**src/hdl/cdm_consts.vh**
```
`ifndef CDM_CONSTS_VH
`define CDM_CONSTS_VH

// ----------------------------------------------------------------
// register byte offsets
// ----------------------------------------------------------------
`define CDM_OFS_ERR_EN        8'h00
`define CDM_OFS_ERR           8'h04
`define CDM_OFS_STATUS        8'h08
`define CDM_OFS_CLK_COUNT     8'h0C
`define CDM_OFS_IRQ_MASK      8'h10

// ----------------------------------------------------------------
// error / enable / mask bit positions
// ----------------------------------------------------------------
`define CDM_NUM_ERR           5
`define CDM_BIT_REF_MISSING   0
`define CDM_BIT_CONV_ERR      1
`define CDM_BIT_POS_RANGE     2
`define CDM_BIT_NEG_RANGE     3
`define CDM_BIT_REF_RANGE     4
`define CDM_BIT_CLK_CNT_EN    5
`define CDM_EN_WIDTH          6
`define CDM_BIT_SUMMARY       0

// ----------------------------------------------------------------
// reset values
// ----------------------------------------------------------------
`define CDM_RST_ERR_EN        6'h00
`define CDM_RST_ERR           5'h00
`define CDM_RST_IRQ_MASK      5'h00

// ----------------------------------------------------------------
// counts and widths
// ----------------------------------------------------------------
`define CDM_CLK_DIV           131
`define CDM_PRESC_W           8
`define CDM_CLK_COUNT_W       8
`define CDM_SAT_RUN           20
`define CDM_RUN_W             5
`define CDM_DATA_W            24
`define CDM_OFS_COEF_LO       24'h07FFFF
`define CDM_OFS_COEF_HI       24'hF7FFFF

`endif

```
**src/hdl/cdm_clock_counter.v**
```verilog
`timescale 1ns/1ps
`include "cdm_consts.vh"

module cdm_clock_counter (
    input  wire                          mclk,
    input  wire                          sys_rst,
    input  wire                          ce,
    input  wire                          count_enable,
    output wire [`CDM_CLK_COUNT_W-1:0]   count_value
);

    reg [`CDM_PRESC_W-1:0]     presc_reg;
    reg [`CDM_CLK_COUNT_W-1:0] count_reg;

    // ------------------------------------------------------------
    // divide by 131, then step the count
    // ------------------------------------------------------------
    always @(posedge mclk) begin
        if (sys_rst) begin
            presc_reg <= 8'h00;
            count_reg <= 8'h00;
        end else if (ce) begin
            if (!count_enable) begin
                presc_reg <= 8'h00;
            end else if ({24'h000000, presc_reg} == (`CDM_CLK_DIV - 1)) begin  // [RL14]
                presc_reg <= 8'h00;
                count_reg <= count_reg + 8'h01;                  // [RL15]
            end else begin
                presc_reg <= presc_reg + 8'h01;
            end
        end
    end

    assign count_value = count_reg;

endmodule

```
**src/hdl/cdm_conv_check.v**
```verilog
`timescale 1ns/1ps
`include "cdm_consts.vh"

module cdm_conv_check (
    input  wire                      mclk,
    input  wire                      sys_rst,
    input  wire                      ce,
    input  wire                      check_enable,
    input  wire                      conv_active,
    input  wire                      filter_over,
    input  wire                      filter_under,
    input  wire                      mod_bit,
    input  wire                      mod_bit_valid,
    input  wire                      data_update,
    input  wire                      offset_cal_done,
    input  wire [`CDM_DATA_W-1:0]    offset_coef,
    input  wire                      gain_cal_active,
    input  wire                      gain_cal_done,
    output wire                      conv_fault,
    output wire                      offset_accept,
    output wire                      gain_accept
);

    reg                  last_bit_reg;
    reg [`CDM_RUN_W-1:0] run_reg;
    reg                  pend_reg;
    reg                  gain_ovf_reg;
    wire                 sat_now;
    wire                 ofs_bad;
    wire                 gain_bad;

    // ------------------------------------------------------------
    // modulator run of identical bits
    // ------------------------------------------------------------
    assign sat_now = mod_bit_valid && (mod_bit == last_bit_reg) &&
                     ({27'h0000000, run_reg} == (`CDM_SAT_RUN - 1));  // [RL6]

    always @(posedge mclk) begin
        if (sys_rst) begin
            last_bit_reg <= 1'b0;
            run_reg      <= 5'h00;
        end else if (ce && mod_bit_valid) begin
            last_bit_reg <= mod_bit;
            if (mod_bit != last_bit_reg || run_reg == 5'h00)
                run_reg <= 5'h01;
            else if ({27'h0000000, run_reg} != `CDM_SAT_RUN)
                run_reg <= run_reg + 5'h01;
        end
    end

    // ------------------------------------------------------------
    // calibration range checks
    // ------------------------------------------------------------
    assign ofs_bad  = (offset_coef < `CDM_OFS_COEF_LO) ||
                      (offset_coef > `CDM_OFS_COEF_HI);          // [RL7]
    assign gain_bad = gain_ovf_reg || (gain_cal_active && filter_over);

    always @(posedge mclk) begin
        if (sys_rst) begin
            gain_ovf_reg <= 1'b0;
        end else if (ce) begin
            if (gain_cal_done)
                gain_ovf_reg <= 1'b0;
            else if (gain_cal_active && filter_over)
                gain_ovf_reg <= 1'b1;                            // [RL8]
        end
    end

    // ------------------------------------------------------------
    // pending fault, reported on data update
    // ------------------------------------------------------------
    always @(posedge mclk) begin
        if (sys_rst) begin
            pend_reg <= 1'b0;
        end else if (ce) begin
            if (data_update)
                pend_reg <= 1'b0;
            else if (check_enable && conv_active &&
                     (filter_over || filter_under || sat_now))   // [RL4]
                pend_reg <= 1'b1;
        end
    end

    assign conv_fault = check_enable &&
        ((data_update && (pend_reg || filter_over || filter_under ||
                          (conv_active && sat_now))) ||      // [RL9] [RL5]
         (offset_cal_done && ofs_bad) ||
         (gain_cal_done && gain_bad));
    assign offset_accept = offset_cal_done && !ofs_bad;          // [RL7]
    assign gain_accept   = gain_cal_done && !gain_bad;           // [RL8]

endmodule

```
**src/hdl/cdm_top.v**
```verilog
// Behaviour
// [RL1] with reference check on, low or open reference sets reference-missing flag
// [RL2] a set reference-missing flag also raises the summary error flag
// [RL3] host reads errors after standby exit and clears reference-missing
// [RL4] with converter check on, faults in conversion or calibration set converter flag
// [RL5] filter overflow/underflow sets converter flag and clamps result to ones/zeros
// [RL6] twenty identical modulator bits in a row set the converter flag
// [RL7] offset coefficient outside limits keeps old offset and sets converter flag
// [RL8] filter overflow in gain calibration keeps old gain and sets converter flag
// [RL9] converter flag updates with data update, clears only by writing one
// [RL10] separate enables and flags for positive and negative input range
// [RL11] enabled input monitor flags pin above positive or below negative supply
// [RL12] enabled reference monitor flags reference over or under supply
// [RL13] input and reference range flags are sticky, cleared by writing one
// [RL14] enabled clock counter steps once every 131 master clocks
// [RL15] clock counter wraps to zero after its maximum and keeps counting
// [RL16] summary flag follows any enabled error flag still set
//
// Decided for this implementation: the placing of the registers and register access over APB.
`timescale 1ns/1ps
`include "cdm_consts.vh"

module cdm_top (
    input  wire                      mclk,
    input  wire                      sys_rst,
    input  wire                      ce,
    input  wire                      psel,
    input  wire                      penable,
    input  wire                      pwrite,
    input  wire [7:0]                paddr,
    input  wire [31:0]               pwdata,
    output reg  [31:0]               prdata,
    output reg                       pready,
    output reg                       pslverr,
    input  wire                      ref_below_threshold,
    input  wire                      ref_open,
    input  wire                      conv_active,
    input  wire                      filter_over,
    input  wire                      filter_under,
    input  wire                      mod_bit,
    input  wire                      mod_bit_valid,
    input  wire                      data_update,
    input  wire [`CDM_DATA_W-1:0]    raw_result,
    input  wire                      offset_cal_done,
    input  wire [`CDM_DATA_W-1:0]    offset_coef,
    input  wire                      gain_cal_active,
    input  wire                      gain_cal_done,
    input  wire                      pos_input_over,
    input  wire                      pos_input_under,
    input  wire                      neg_input_over,
    input  wire                      neg_input_under,
    input  wire                      refp_over,
    input  wire                      refn_under,
    output reg  [`CDM_DATA_W-1:0]    result,
    output reg                       result_valid,
    output reg                       offset_update,
    output reg                       gain_update,
    output reg                       summary_error,
    output reg                       irq
);

    // ------------------------------------------------------------
    // declarations
    // ------------------------------------------------------------
    reg  [`CDM_EN_WIDTH-1:0]        err_en_reg;
    reg  [`CDM_NUM_ERR-1:0]         err_reg;
    reg  [`CDM_NUM_ERR-1:0]         err_next;
    reg  [`CDM_NUM_ERR-1:0]         mask_reg;
    reg  [`CDM_NUM_ERR-1:0]         set_vec;
    reg  [`CDM_NUM_ERR-1:0]         clr_vec;
    reg  [31:0]                     rd_data;
    reg                             rd_ok;
    wire [`CDM_CLK_COUNT_W-1:0]     clk_count;
    wire                            conv_fault;
    wire                            offset_accept;
    wire                            gain_accept;
    wire                            acc_phase;
    wire                            wr_commit;
    wire [`CDM_NUM_ERR-1:0]         err_active;

    // ------------------------------------------------------------
    // address decode
    // ------------------------------------------------------------
    function mapped;
        input [7:0] addr;
        begin
            mapped = (addr == `CDM_OFS_ERR_EN)    || (addr == `CDM_OFS_ERR) ||
                     (addr == `CDM_OFS_STATUS)    || (addr == `CDM_OFS_CLK_COUNT) ||
                     (addr == `CDM_OFS_IRQ_MASK);
        end
    endfunction

    assign acc_phase = psel && penable;
    assign wr_commit = acc_phase && pready && pwrite && mapped(paddr);

    // ------------------------------------------------------------
    // sub-blocks
    // ------------------------------------------------------------
    cdm_clock_counter u_clk_cnt (
        .mclk         (mclk),
        .sys_rst      (sys_rst),
        .ce           (ce),
        .count_enable (err_en_reg[`CDM_BIT_CLK_CNT_EN]),
        .count_value  (clk_count)
    );

    cdm_conv_check u_conv_chk (
        .mclk            (mclk),
        .sys_rst         (sys_rst),
        .ce              (ce),
        .check_enable    (err_en_reg[`CDM_BIT_CONV_ERR]),
        .conv_active     (conv_active),
        .filter_over     (filter_over),
        .filter_under    (filter_under),
        .mod_bit         (mod_bit),
        .mod_bit_valid   (mod_bit_valid),
        .data_update     (data_update),
        .offset_cal_done (offset_cal_done),
        .offset_coef     (offset_coef),
        .gain_cal_active (gain_cal_active),
        .gain_cal_done   (gain_cal_done),
        .conv_fault      (conv_fault),
        .offset_accept   (offset_accept),
        .gain_accept     (gain_accept)
    );

    // ------------------------------------------------------------
    // error events
    // ------------------------------------------------------------
    always @* begin
        set_vec = 5'h00;
        set_vec[`CDM_BIT_REF_MISSING] = err_en_reg[`CDM_BIT_REF_MISSING] &&
                                        (ref_below_threshold || ref_open);   // [RL1]
        set_vec[`CDM_BIT_CONV_ERR]    = conv_fault;                          // [RL4]
        set_vec[`CDM_BIT_POS_RANGE]   = err_en_reg[`CDM_BIT_POS_RANGE] &&
                                        (pos_input_over || pos_input_under); // [RL10] [RL11]
        set_vec[`CDM_BIT_NEG_RANGE]   = err_en_reg[`CDM_BIT_NEG_RANGE] &&
                                        (neg_input_over || neg_input_under); // [RL10] [RL11]
        set_vec[`CDM_BIT_REF_RANGE]   = err_en_reg[`CDM_BIT_REF_RANGE] &&
                                        (refp_over || refn_under);           // [RL12]
    end

    // ------------------------------------------------------------
    // sticky flags, write one to clear, set wins
    // ------------------------------------------------------------
    always @* begin
        clr_vec = 5'h00;
        if (wr_commit && paddr == `CDM_OFS_ERR)
            clr_vec = pwdata[`CDM_NUM_ERR-1:0];
        err_next = (err_reg & ~clr_vec) | set_vec;                           // [RL9] [RL13]
    end

    assign err_active = err_next & err_en_reg[`CDM_NUM_ERR-1:0];

    // ------------------------------------------------------------
    // register writes and flags
    // ------------------------------------------------------------
    always @(posedge mclk) begin
        if (sys_rst) begin
            err_en_reg    <= `CDM_RST_ERR_EN;
            err_reg       <= `CDM_RST_ERR;
            mask_reg      <= `CDM_RST_IRQ_MASK;
            summary_error <= 1'b0;
            irq           <= 1'b0;
        end else if (ce) begin
            err_reg <= err_next;
            if (wr_commit && paddr == `CDM_OFS_ERR_EN)
                err_en_reg <= pwdata[`CDM_EN_WIDTH-1:0];
            if (wr_commit && paddr == `CDM_OFS_IRQ_MASK)
                mask_reg <= pwdata[`CDM_NUM_ERR-1:0];
            summary_error <= (|err_active) ||
                             err_next[`CDM_BIT_REF_MISSING];                 // [RL2] [RL16]
            irq <= |(err_next & mask_reg);
        end
    end

    // ------------------------------------------------------------
    // result clamp and calibration updates
    // ------------------------------------------------------------
    always @(posedge mclk) begin
        if (sys_rst) begin
            result        <= 24'h000000;
            result_valid  <= 1'b0;
            offset_update <= 1'b0;
            gain_update   <= 1'b0;
        end else if (ce) begin
            result_valid  <= data_update;
            offset_update <= offset_accept;                                  // [RL7]
            gain_update   <= gain_accept;                                    // [RL8]
            if (data_update) begin
                if (filter_over)
                    result <= 24'hFFFFFF;                                    // [RL5]
                else if (filter_under)
                    result <= 24'h000000;                                    // [RL5]
                else
                    result <= raw_result;
            end
        end
    end

    // ------------------------------------------------------------
    // read mux
    // ------------------------------------------------------------
    always @* begin
        rd_data = 32'h00000000;
        rd_ok   = 1'b1;
        case (paddr)
            `CDM_OFS_ERR_EN:    rd_data[`CDM_EN_WIDTH-1:0]     = err_en_reg;
            `CDM_OFS_ERR:       rd_data[`CDM_NUM_ERR-1:0]      = err_reg;
            `CDM_OFS_STATUS:    rd_data[`CDM_BIT_SUMMARY]      = summary_error;
            `CDM_OFS_CLK_COUNT: rd_data[`CDM_CLK_COUNT_W-1:0]  = clk_count;
            `CDM_OFS_IRQ_MASK:  rd_data[`CDM_NUM_ERR-1:0]      = mask_reg;
            default:            rd_ok = 1'b0;
        endcase
    end

    // ------------------------------------------------------------
    // apb answer, one wait state
    // ------------------------------------------------------------
    always @(posedge mclk) begin
        if (sys_rst) begin
            pready  <= 1'b0;
            pslverr <= 1'b0;
            prdata  <= 32'h00000000;
        end else if (ce) begin
            if (acc_phase && !pready) begin
                pready  <= 1'b1;
                pslverr <= !rd_ok;
                prdata  <= pwrite ? 32'h00000000 : rd_data;
            end else begin
                pready  <= 1'b0;
                pslverr <= 1'b0;
            end
        end
    end

endmodule

```
**config.mk**
```make
export PLATFORM = sky130hd
export DESIGN_NAME = cdm_top
export DESIGN_NICKNAME = d
export VERILOG_FILES = /design/src/hdl/cdm_clock_counter.v /design/src/hdl/cdm_conv_check.v /design/src/hdl/cdm_top.v
export VERILOG_INCLUDE_DIRS = /design/src /design/src/hdl
export SDC_FILE = /design/constraint.sdc
export NUM_CORES = 1
export LEC_CHECK = 0
export BUFFER_PORTS_ARGS = -buffer_cell sky130_fd_sc_hd__buf_2
export CORE_MARGIN = 2
export CORE_UTILIZATION = 48
export DETAILED_ROUTE_END_ITERATION = 16
export PLACE_DENSITY = 0.8
export SLEW_MARGIN = 5
export SYNTH_ARGS = -nofsm -noshare
export SYNTH_HDL_FRONTEND = slang
export SYNTH_SLANG_ARGS = --single-unit
```
**constraint.sdc**
```tcl
create_clock -name mclk -period 2.5 [get_ports mclk]
set_clock_uncertainty 0.1 [all_clocks]
set_input_delay 0.375 -clock mclk [delete_from_list [all_inputs] [get_ports mclk]]
set_output_delay 0.375 -clock mclk [all_outputs]
set_load 0.005 [all_outputs]
```
Word level (Yosys, flattened, before mapping)
Index checks and enable logic that the tools add are counted.
{"block": "word_totals", "memories": 0, "latchBits": 0, "output_inout_bits": 63, "ff_bits": 103, "in_bits": 111, "elab_cells": 120, "mem_bits_rw": 0, "mem_bits_ro": 0}
{"block": "op_classes", "n_div": 0, "reduce_logical": 64, "n_shift": 0, "bitwise": 5, "addsub": 3, "n_eq_ne": 9, "n_mux": 19, "n_lt_le_gt_ge": 2, "mul": 0}
{"op": "$mux 24", "count": 2}
{"op": "$logic_and 1x1->1", "count": 25}
{"op": "$gt 24x24->1 const B", "count": 1}
{"op": "$lt 24x19->1 const B", "count": 1}
{"op": "$mux 8", "count": 3}
{"op": "$logic_or 1x1->1", "count": 19}
{"op": "$add 8x1->8 const B", "count": 2}
{"op": "$eq 8x4->1 const B", "count": 2}
{"op": "$pmux 4 s4", "count": 1}
{"op": "$and 5x5->5", "count": 3}
{"op": "$mux 5", "count": 3}
{"op": "$reduce_or 5->1", "count": 3}
{"op": "$reduce_and 2->1", "count": 7}
{"op": "$eq 8x3->1 const B", "count": 1}
{"op": "$eq 8x5->1 const B", "count": 1}
{"op": "$eq 8x8->1 const B", "count": 1}
{"op": "$logic_not 8->1", "count": 1}
{"op": "$mux 1", "count": 7}
{"op": "$reduce_bool 2->1", "count": 3}
{"op": "$add 5x1->5 const B", "count": 1}
{"op": "$eq 5x5->1 const B", "count": 1}
{"op": "$logic_not 5->1", "count": 1}
{"op": "$ne 5x5->1 const B", "count": 1}
{"op": "$not 5->5", "count": 1}
{"op": "8 further kinds", "count": 11}

Longest topological paths before layout
Gate-level depths: netlist of the first run.
{"block": "depth", "word_depth": 14, "ltp_mapped": 8, "depth_no_buf": 7}

Modules after synthesis
A second synthesis of the first run with hierarchy kept.
{"block": "unflattened", "hier_cells": 485, "hier_area_um2": 4046.4}
{"mod": "cdm_top", "area_each_um2": 2741.4, "cells_each": 334, "n_inst": 1, "seq_area_each_um2": 1101.1}
{"mod": "cdm_clock_counter", "area_each_um2": 763.2, "cells_each": 85, "n_inst": 1, "seq_area_each_um2": 320.3}
{"mod": "cdm_conv_check", "area_each_um2": 541.8, "cells_each": 66, "n_inst": 1, "seq_area_each_um2": 160.2}

Worst setup path before layout of the first run
OpenSTA, ideal clock, no wires.
{"block": "synth_path", "kind": "input-to-reg", "from": "in paddr[0]", "to": "reg summary_error", "path_buffers": 1, "setup_ps": 130, "arrival_ps": 1870, "path_stages": 6, "required_ps": 2270, "path_slack_ps": 400, "cell_sequence": "or4_4 -> buf_6 -> o41ai_4 -> nand3_2 -> o41ai_2 -> o21ai_1"}
{"block": "synth_via", "elab_chain_len": 14, "word_cells_on_any_way": 18, "classes_between": "eq/ne: 4; mux: 1; bitwise: 4; reduce/logical: 9"}
{"item": "from (decl)", "line": "cdm_top.v:30", "rtl": "input wire [7:0] paddr,"}
{"item": "$eq 8x3->1 or $logic_not 8->1 (tied branches)"}
{"item": "$logic_or 1x1->1 (4 in a row)", "line": "cdm_top.v:87", "rtl": "mapped = (addr == `CDM_OFS_ERR_EN) || (addr == `CDM_OFS_ERR) ||"}
{"item": "$logic_and 1x1->1", "line": "cdm_top.v:94", "rtl": "assign wr_commit = acc_phase && pready && pwrite && mapped(paddr);"}
{"item": "$logic_and 1x1->1 (no source line) *"}
{"item": "$mux 5 *", "line": "cdm_top.v:148", "rtl": "if (wr_commit && paddr == `CDM_OFS_ERR)"}
{"item": "$not 5->5 *", "line": "cdm_top.v:150", "rtl": "err_next = (err_reg & ~clr_vec) | set_vec;"}
{"item": "$and 5x5->5 *", "line": "cdm_top.v:150"}
{"item": "$or 5x5->5 *", "line": "cdm_top.v:150"}
{"item": "$and 5x5->5", "line": "cdm_top.v:153", "rtl": "assign err_active = err_next & err_en_reg[`CDM_NUM_ERR-1:0];"}
{"item": "$reduce_or 5->1", "line": "cdm_top.v:171", "rtl": "summary_error <= (|err_active) ||"}
{"item": "$logic_or 1x1->1 *", "line": "cdm_top.v:171"}
{"item": "to (signal assigned)", "line": "cdm_top.v:171"}
{"item": "to (decl)", "line": "cdm_top.v:58", "rtl": "output reg summary_error,"}
Mark *: on every way between the ends. The rest lies on a longest branch, timed or not.
A chain may end at the register's enable or synchronous reset.

Worst setup path in the final report of the first run
{"block": "layout_path", "from": "reg pready", "to": "reg summary_error"}
{"block": "layout_via", "elab_chain_len": 11}
{"item": "from (decl)", "line": "cdm_top.v:33", "rtl": "output reg pready,"}
{"item": "from (signal assigned)", "line": "cdm_top.v:222", "rtl": "pready <= 1'b0;"}
{"item": "from (signal assigned)", "line": "cdm_top.v:227", "rtl": "pready <= 1'b1;"}
{"item": "from (signal assigned)", "line": "cdm_top.v:231", "rtl": "pready <= 1'b0;"}
{"item": "$logic_and 1x1->1 * (3 in a row)", "line": "cdm_top.v:94"}
{"item": "$logic_and 1x1->1 (no source line) *"}
{"item": "$mux 5 *", "line": "cdm_top.v:148"}
{"item": "$not 5->5 *", "line": "cdm_top.v:150"}
{"item": "$and 5x5->5 *", "line": "cdm_top.v:150"}
{"item": "$or 5x5->5 *", "line": "cdm_top.v:150"}
{"item": "$and 5x5->5", "line": "cdm_top.v:153"}
{"item": "$reduce_or 5->1", "line": "cdm_top.v:171"}
{"item": "$logic_or 1x1->1 *", "line": "cdm_top.v:171"}
Marked as above.

==> summary.md, run 1 <==
| Metric | Value |
|---|---|
| Run status | `finished, final reports clean` |
| Tightest Hold Check Type | `in2reg` |
| I/O pin cnt | `174` |
| CTS Buf Count | `9` |
| Worst slack on hold paths | `about 170 ps` |
| Final core utilization | `0.601` |
| Number of instances in the synthesized netlist | `roughly 500` |
| Type of element capturing the critical path | `register` |
| Total grt overflow | `0` |
| DRC violations left | `0` |
| Data required time at the worst endpoint | `approximately 2600 ps` |
| Initial antenna violation count | `0` |
| Final cycle utilization of the critical path | `0.865` |
| Final count of pins violating max slew | `0` |
| Proportion of netlist area held by the largest area contributor | `0.387` |
| Number of rows created at floorplan | `33` |
| Clock slew at the register clock pins of the worst setup and hold paths | `80 ps` |
| Distinct cells, synth | `65` |
| Routed wire per std cell | `13.9 um` |
| Number of hold buffers added after CTS | `0` |
| Switch share | `0.268` |
| Remaining number of nets flagged by the antenna check after routing | `0` |
| Mean number of vias per cell | `about 5.4` |
| Most area-consuming cells after synthesis | `sky130_fd_sc_hd__dfxtp_1 (39%), sky130_fd_sc_hd__nor2_1 (7.2%), sky130_fd_sc_hd__buf_4 (4.6%)` |
| Share of power burned in the clock network | `0.371` |
| Share of the yosys chip area belonging to registers | `0.387` |
| Share of layout cells above drive strength 1 | `0.267` |
| Count of input and output buffers | `roughly 120` |
| Share of synthesized flip-flops with an asynchronous set or reset | `0` |
| Clock net sink count | `79` |
| First-pass GRT wire length | `16400 um` |
| Last weighted congestion value of the routability-driven placer | `0.898` |
| First-pass detailed-route iteration total | `4` |
| Mux cell area share after synthesis | `0.0468` |
| Critical Setup Path Class | `reg2reg` |
| Clk Tree Root Cell | `sky130_fd_sc_hd__clkbuf_8` |
| Synth Flop Type | `sky130_fd_sc_hd__dfxtp_1` |
| Post-Route WL | `around 10000 um` |
| Total negative setup slack | `0 ps` |
| Transition time at the pin with the least slew margin | `652 ps` |
| Xor-xnor portion of the synthesized cell area | `0.0236` |
| Switching Power | `approximately 0.00070 W` |
| Final setup fails | `0` |
| Die footprint | `9270 um2` |
| Detailed placer's ending HPWL | `7450 um` |
| Number of warning messages in the yosys log | `0` |
| Post-route total power | `approximately 0.0026 W` |
| Cell Area, Placed | `4740 um2` |
| Starting Density | `0.497` |
| GRT Resource Usage Total | `0.225` |
| Simple-gate share of the synthesized area | `0.210` |
| Clock tree from TritonCTS | `yes` |
| Mean post-synth cell area | `8.16 um2` |
| RSZ-0062 raised after global routing | `false` |
| Diode insertion count for antenna repair | `0` |
| Arrival time reported for the critical path endpoint | `2290 ps` |
| Buffer count from post-CTS setup fixing | `0` |
| Fill cells | `approximately 740` |
| Final Cell Area | `4940 um2` |
| Largest register by flop count | `result` |
| Area grow syn2layout | `20.9%` |
| H-tree depth | `3` |
| Number of global-route vias before repair | `3705` |
| Internal power | `0.00191 W` |
| Flop pwr share | `0.506` |
| Mapped Area | `slightly above 4000 um2` |
| Max-Slew Margin vs Limit | `0.566` |
| Die boundary height | `96.3 um` |
| Top achievable clock speed | `462 MHz` |
| Count of instances resized after the clock tree is built | `0` |
| Largest family of logic cells by synthesized area | `simple AND/OR/NAND/NOR gates` |
| Core region area | `between 8000 and 9000 um2` |
| Count of flip-flops with a built-in enable after synthesis | `0` |
| Max clock buf depth | `2` |
| Flip-flop count of the largest register after layout | `24` |
| Max-cap check violation count | `0` |
| Leakage | `2.21 nW` |
| Overall die width | `96.3 um` |
| #FFs+latches synth | `79` |
| Post-synthesis adder-cell area fraction | `0.0153` |
| Cell type contributing the most total cell area after synthesis | `sky130_fd_sc_hd__dfxtp_1` |
| Compound-Gate Fraction of Synth Area | `0.206` |
| Pin count of the biggest net entering global routing | `51` |
| Final critical path time including I/O delays and setup | `around 2200 ps` |
| Max Fanout on Critical Path | `7` |
| Final Hold Violating Endpoints | `0` |
| PD cells | `around 530 nW/um2` |
| Initial detailed-routing violation count | `between 100 and 150` |
| CP Launch Type | `register` |
| Net count of the finished layout | `around 730` |
| Comb power frac | `0.124` |
| Clock latency of the later-clocked register in the worst-skew pair | `350 ps` |
| Maximum resistive drop on vdd | `350 uV` |
| Total via count in the routed design | `3955` |
[power groups by stage]
stage	Combinational (W)	Clock, W	Sequential [W]
6_report	0.000323	0.000968	0.00132
5_1_grt	0.000363	0.00104	0.00133
4_1_cts	0.000323	0.000985	0.00132
3_5_place_dp	0.000321	0	0.00135
3_3_place_gp	0.000310	0	0.00135
2_1_floorplan	0.000195	0	0.00135
[per-stage QoR]
stage / setup WS (ps) / cells
after detailed placement: 142 / 711
final: 336 / 727
after floorplan: 400 / 524
after global routing: 169 / 727
after global placement: 219 / 711
after CTS: 346 / 727
[Yosys cell counts, types with 3 or more instances]
library cell and n:
sky130_fd_sc_hd__dfxtp_1 79, sky130_fd_sc_hd__nor2_1 78, sky130_fd_sc_hd__inv_1 38, sky130_fd_sc_hd__o21ai_0 33, sky130_fd_sc_hd__clkbuf_1 26, sky130_fd_sc_hd__buf_4 25, sky130_fd_sc_hd__o22ai_1 25, sky130_fd_sc_hd__a21oi_1 24
sky130_fd_sc_hd__nand2_1 20, sky130_fd_sc_hd__mux2i_1 18, sky130_fd_sc_hd__nand4_1 12, sky130_fd_sc_hd__xor2_1 9, sky130_fd_sc_hd__a21boi_0 6, sky130_fd_sc_hd__nand3_1 6, sky130_fd_sc_hd__nor4_1 6, sky130_fd_sc_hd__a22oi_1 5
sky130_fd_sc_hd__and3_1 5, sky130_fd_sc_hd__ha_1 5, sky130_fd_sc_hd__nor2b_1 4, sky130_fd_sc_hd__nor3_1 4, sky130_fd_sc_hd__nor3b_1 4, sky130_fd_sc_hd__o21a_1 4, sky130_fd_sc_hd__a211oi_1 3, sky130_fd_sc_hd__a221o_1 3
sky130_fd_sc_hd__a311oi_1 3, sky130_fd_sc_hd__nand3b_1 3, sky130_fd_sc_hd__or3_1 3
[logic make-up (layout without fill, tap and decap cells)]
family	Yosys count	in the layout
and+or+nand+nor	166	166
AOI/OAI and AO/OA	128	128
buffers and inverters	92	190
DFF	79	79
muxes	19	19
xor gates and xnor gates	11	11
adders and majority gates	5	5
other	1	24
[worst max-delay path, stage by stage, from the launching register on]
cell and delay, ps:
sky130_fd_sc_hd__dfxtp_1 370, sky130_fd_sc_hd__nand4_1 410, sky130_fd_sc_hd__a211oi_1 530, sky130_fd_sc_hd__a21boi_0 220
sky130_fd_sc_hd__o41ai_2 300, sky130_fd_sc_hd__o21ai_1 120
[worst paths after layout]
check / cells past startpoint / startpoint / to / slack (ps)
max: 5 / pready / summary_error / 340
min: 2 / gain_cal_done / u_conv_chk.gain_ovf_reg / 170
max reg2reg: 5 / pready / summary_error / 340
min reg2reg: 2 / prdata[2] / prdata[2] / 350
[cell type report]
cell class / count / area [um2] / share of cell area
multi-input combinational: 353 / 2140 / 0.434
sequential: 79 / 1580 / 0.320
timing repair buffer: 136 / 738 / 0.149
inverter: 38 / 143 / 0.0289
tap: 105 / 131 / 0.0266
clock buffer: 9 / 124 / 0.0251
clock inverter: 7 / 77.6 / 0.0157
[layout by cell type (no fill, tap or decap), types with 3 or more instances in the layout]
master and count:
sky130_fd_sc_hd__mux2i_1 18, sky130_fd_sc_hd__nor3b_1 4, sky130_fd_sc_hd__a211oi_1 3, sky130_fd_sc_hd__conb_1 24, sky130_fd_sc_hd__clkbuf_8 9, sky130_fd_sc_hd__dfxtp_1 79
sky130_fd_sc_hd__or3_1 3, sky130_fd_sc_hd__a221o_1 3, sky130_fd_sc_hd__ha_1 5, sky130_fd_sc_hd__nor2_1 78, sky130_fd_sc_hd__a21oi_1 24, sky130_fd_sc_hd__nand2_1 20
sky130_fd_sc_hd__nand3_1 6, sky130_fd_sc_hd__xor2_1 9, sky130_fd_sc_hd__nor4_1 6, sky130_fd_sc_hd__o22ai_1 25, sky130_fd_sc_hd__buf_4 11, sky130_fd_sc_hd__nor2b_1 4
sky130_fd_sc_hd__inv_6 3, sky130_fd_sc_hd__o21ai_0 33, sky130_fd_sc_hd__and3_1 5, sky130_fd_sc_hd__a311oi_1 3, sky130_fd_sc_hd__nand3b_1 3, sky130_fd_sc_hd__a21boi_0 6
sky130_fd_sc_hd__a22oi_1 5, sky130_fd_sc_hd__inv_1 38, sky130_fd_sc_hd__o21a_1 4, sky130_fd_sc_hd__buf_2 123, sky130_fd_sc_hd__nand4_1 12, sky130_fd_sc_hd__nor3_1 4
[per-layer routing]
| metal | vias up | routed length, um | GRT usage |
|---|---|---|---|
| met3 | 17 | 701 | 0.0392 |
| met1 | 1832 | 4360 | 0.278 |
| met5 | - | 0 | 0 |
| met2 | 145 | 4810 | 0.381 |
| met4 | 0 | 197 | 0.0976 |
| li1 | 1961 | - | - |
Note: power is estimated with default switching activity, not from simulation.
==> run 2, diff against run 1 <==
--- a/config.mk
+++ b/config.mk
@@ -11,6 +11,7 @@
 export CORE_UTILIZATION = 48
 export DETAILED_ROUTE_END_ITERATION = 16
 export PLACE_DENSITY = 0.8
+export REMOVE_ABC_BUFFERS = 1
 export SLEW_MARGIN = 5
 export SYNTH_ARGS = -nofsm -noshare
 export SYNTH_HDL_FRONTEND = slang
==> summary.md, run 2 (synthesis gave the netlist of run 1 again) <==
| Metric | Value |
|---|---|
| Run status | `finished, final reports clean` |
| Commonest cells after routing, fill and taps aside | `sky130_fd_sc_hd__buf_2 (123), sky130_fd_sc_hd__dfxtp_1 (79), sky130_fd_sc_hd__nor2_1 (78)` |
| Initial antenna violation count | `1` |
| Clk Tree Root Cell | `sky130_fd_sc_hd__clkbuf_8` |
| Max clock buf depth | `2` |
| CP Cell Sequence | `nand4_1 > o31ai_1 > o221ai_1 > a311oi_1 > a211oi_1` |
| Final Hold Violating Endpoints | `0` |
| Max-Slew Margin vs Limit | `0.470` |
| Arrival time reported for the critical path endpoint | `approximately 2400 ps` |
| Top achievable clock speed | `441 MHz` |
| Number of global-route vias before repair | `around 3.7k` |
| Buffer and inverter count on the worst path | `0` |
| Flop pwr share | `0.494` |
| Number of rows created at floorplan | `33` |
| First-pass GRT wire length | `16200 um` |
| Critical Setup Path Class | `reg2reg` |
| RSZ-0062 raised after global routing | `false` |
| Worst reg-to-reg setup slack | `230 ps` |
| Total negative setup slack | `0 ps` |
| Net count of the finished layout | `734` |
| Maximum resistive drop on vdd | `347 uV` |
| Slowest cell on the critical path | `sky130_fd_sc_hd__o31ai_1` |
| Family of cells with the greatest summed delay on the critical path | `compound AO/OA/AOI/OAI gates` |
| Final cycle utilization of the critical path | `0.907` |
| Max Fanout on Critical Path | `7` |
| Transition time at the pin with the least slew margin | `795 ps` |
| Switch share | `0.246` |
| Worst slack on hold paths | `about 160 ps` |
| Share of power burned in the clock network | `0.387` |
| Largest register by flop count | `result` |
| Internal power | `between 0.002 and 0.0025 W` |
| PD cells | `543 nW/um2` |
| Number of hold buffers added after CTS | `0` |
| Type of element capturing the critical path | `register` |
| CTS Buf Count | `9` |
| CP Launch Type | `register` |
| GRT Resource Usage Total | `0.223` |
| Area grow syn2layout | `20.7%` |
| H-tree depth | `3` |
| Overall die width | `between 90 and 100 um` |
| Mean number of vias per cell | `around 5.4` |
| Final critical path time including I/O delays and setup | `2270 ps` |
| Multi-input gate area in the final layout | `2140 um2` |
| Remaining number of nets flagged by the antenna check after routing | `0` |
| Leakage | `2.22 nW` |
| DRC violations left | `0` |
| Count of instances resized after the clock tree is built | `0` |
| Pin count of the biggest net entering global routing | `51` |
| Startpoint of the most critical register-to-register path | `pready` |
| Hold_sp | `pwdata[5]` |
| Flip-flop count of the largest register after layout | `24` |
| Share of layout cells above drive strength 1 | `0.265` |
| Most common cell after layout, fill and taps aside | `sky130_fd_sc_hd__buf_2` |
| Die footprint | `9270 um2` |
| Clock net sink count | `79` |
| Detailed placer's ending HPWL | `7460 um` |
| Total grt overflow | `0` |
| Buffer count from post-CTS setup fixing | `0` |
| Last weighted congestion value of the routability-driven placer | `0.841` |
| First-pass detailed-route iteration total | `4` |
| Routed wire per std cell | `14.0 um` |
| Count of input and output buffers | `123` |
| Diode insertion count for antenna repair | `0` |
| Clock latency of the later-clocked register in the worst-skew pair | `350 ps` |
| Launch point of the worst path | `pready` |
| Total via count in the routed design | `3940` |
| Final count of pins violating max slew | `0` |
| Clock slew at the register clock pins of the worst setup and hold paths | `80 ps` |
| Die boundary height | `96.3 um` |
| Sequential standard cell area | `1580 um2` |
| Comb power frac | `0.119` |
| Tightest Hold Check Type | `in2reg` |
| CP peak stage delay | `between 400 and 500 ps` |
| Max-cap check violation count | `0` |
| I/O pin cnt | `174` |
| Post-Route WL | `10200 um` |
| Core region area | `8220 um2` |
| Starting Density | `0.497` |
| Fill cells | `between 700 and 800` |
| Initial detailed-routing violation count | `around 150` |
| Switching Power | `0.000658 W` |
| Data required time at the worst endpoint | `between 2000 and 3000 ps` |
| Final setup fails | `0` |
| Clock tree from TritonCTS | `yes` |
## run 2: stage by stage
stage,worst slack [ps],utilization,total power (W),cells,area [um2]
global placement,130,0.574,0.00165,712,4720
finish,233,0.600,0.00268,727,4930
floorplan,416,-,0.00148,470,3870
global route,118,0.600,0.00280,727,4930
detailed placement,82.0,0.574,0.00167,712,4720
CTS,262,0.600,0.00270,727,4930
## run 2: metal layers
metal / GRT usage / share of wire / vias to the layer above / wire length (um)
li1: - / - / 1964 / -
met1: 0.255 / 0.43 / 1796 / 4390
met2: 0.365 / 0.46 / 150 / 4690
met3: 0.0760 / 0.083 / 28 / 851
met5: 0 / 0.0013 / - / 13
met4: 0.119 / 0.024 / 2 / 247
## run 2: final cells by class
class,count,area share
repair buffers,137,0.146
clock buffers,11,0.0287
flip-flops and latches,79,0.321
multi-input cells,353,0.435
clock inverters,4,0.0142
well taps,105,0.0266
inverters,38,0.0289
## run 2: power by group through the flow
stage	combinational, W	clock, W	sequential, W
2_1_floorplan	0.000130	0	0.00135
3_3_place_gp	0.000306	0	0.00135
3_5_place_dp	0.000316	0	0.00135
4_1_cts	0.000317	0.00106	0.00132
5_1_grt	0.000356	0.00112	0.00133
6_report	0.000319	0.00104	0.00132
## run 2: worst paths after layout
check / endpoint / cells past startpoint
worst min register to register: prdata[2] / 2
worst max-delay path: err_reg[1] / 5
worst min-delay path: err_en_reg[5] / 3
worst max register to register: err_reg[1] / 5
## run 2: worst register-to-register path, delay by kind of cell, from the launching register on
kind            cells  cell delay [ps]
compound gates      4             1230
flops               1              380
simple gates        1              410
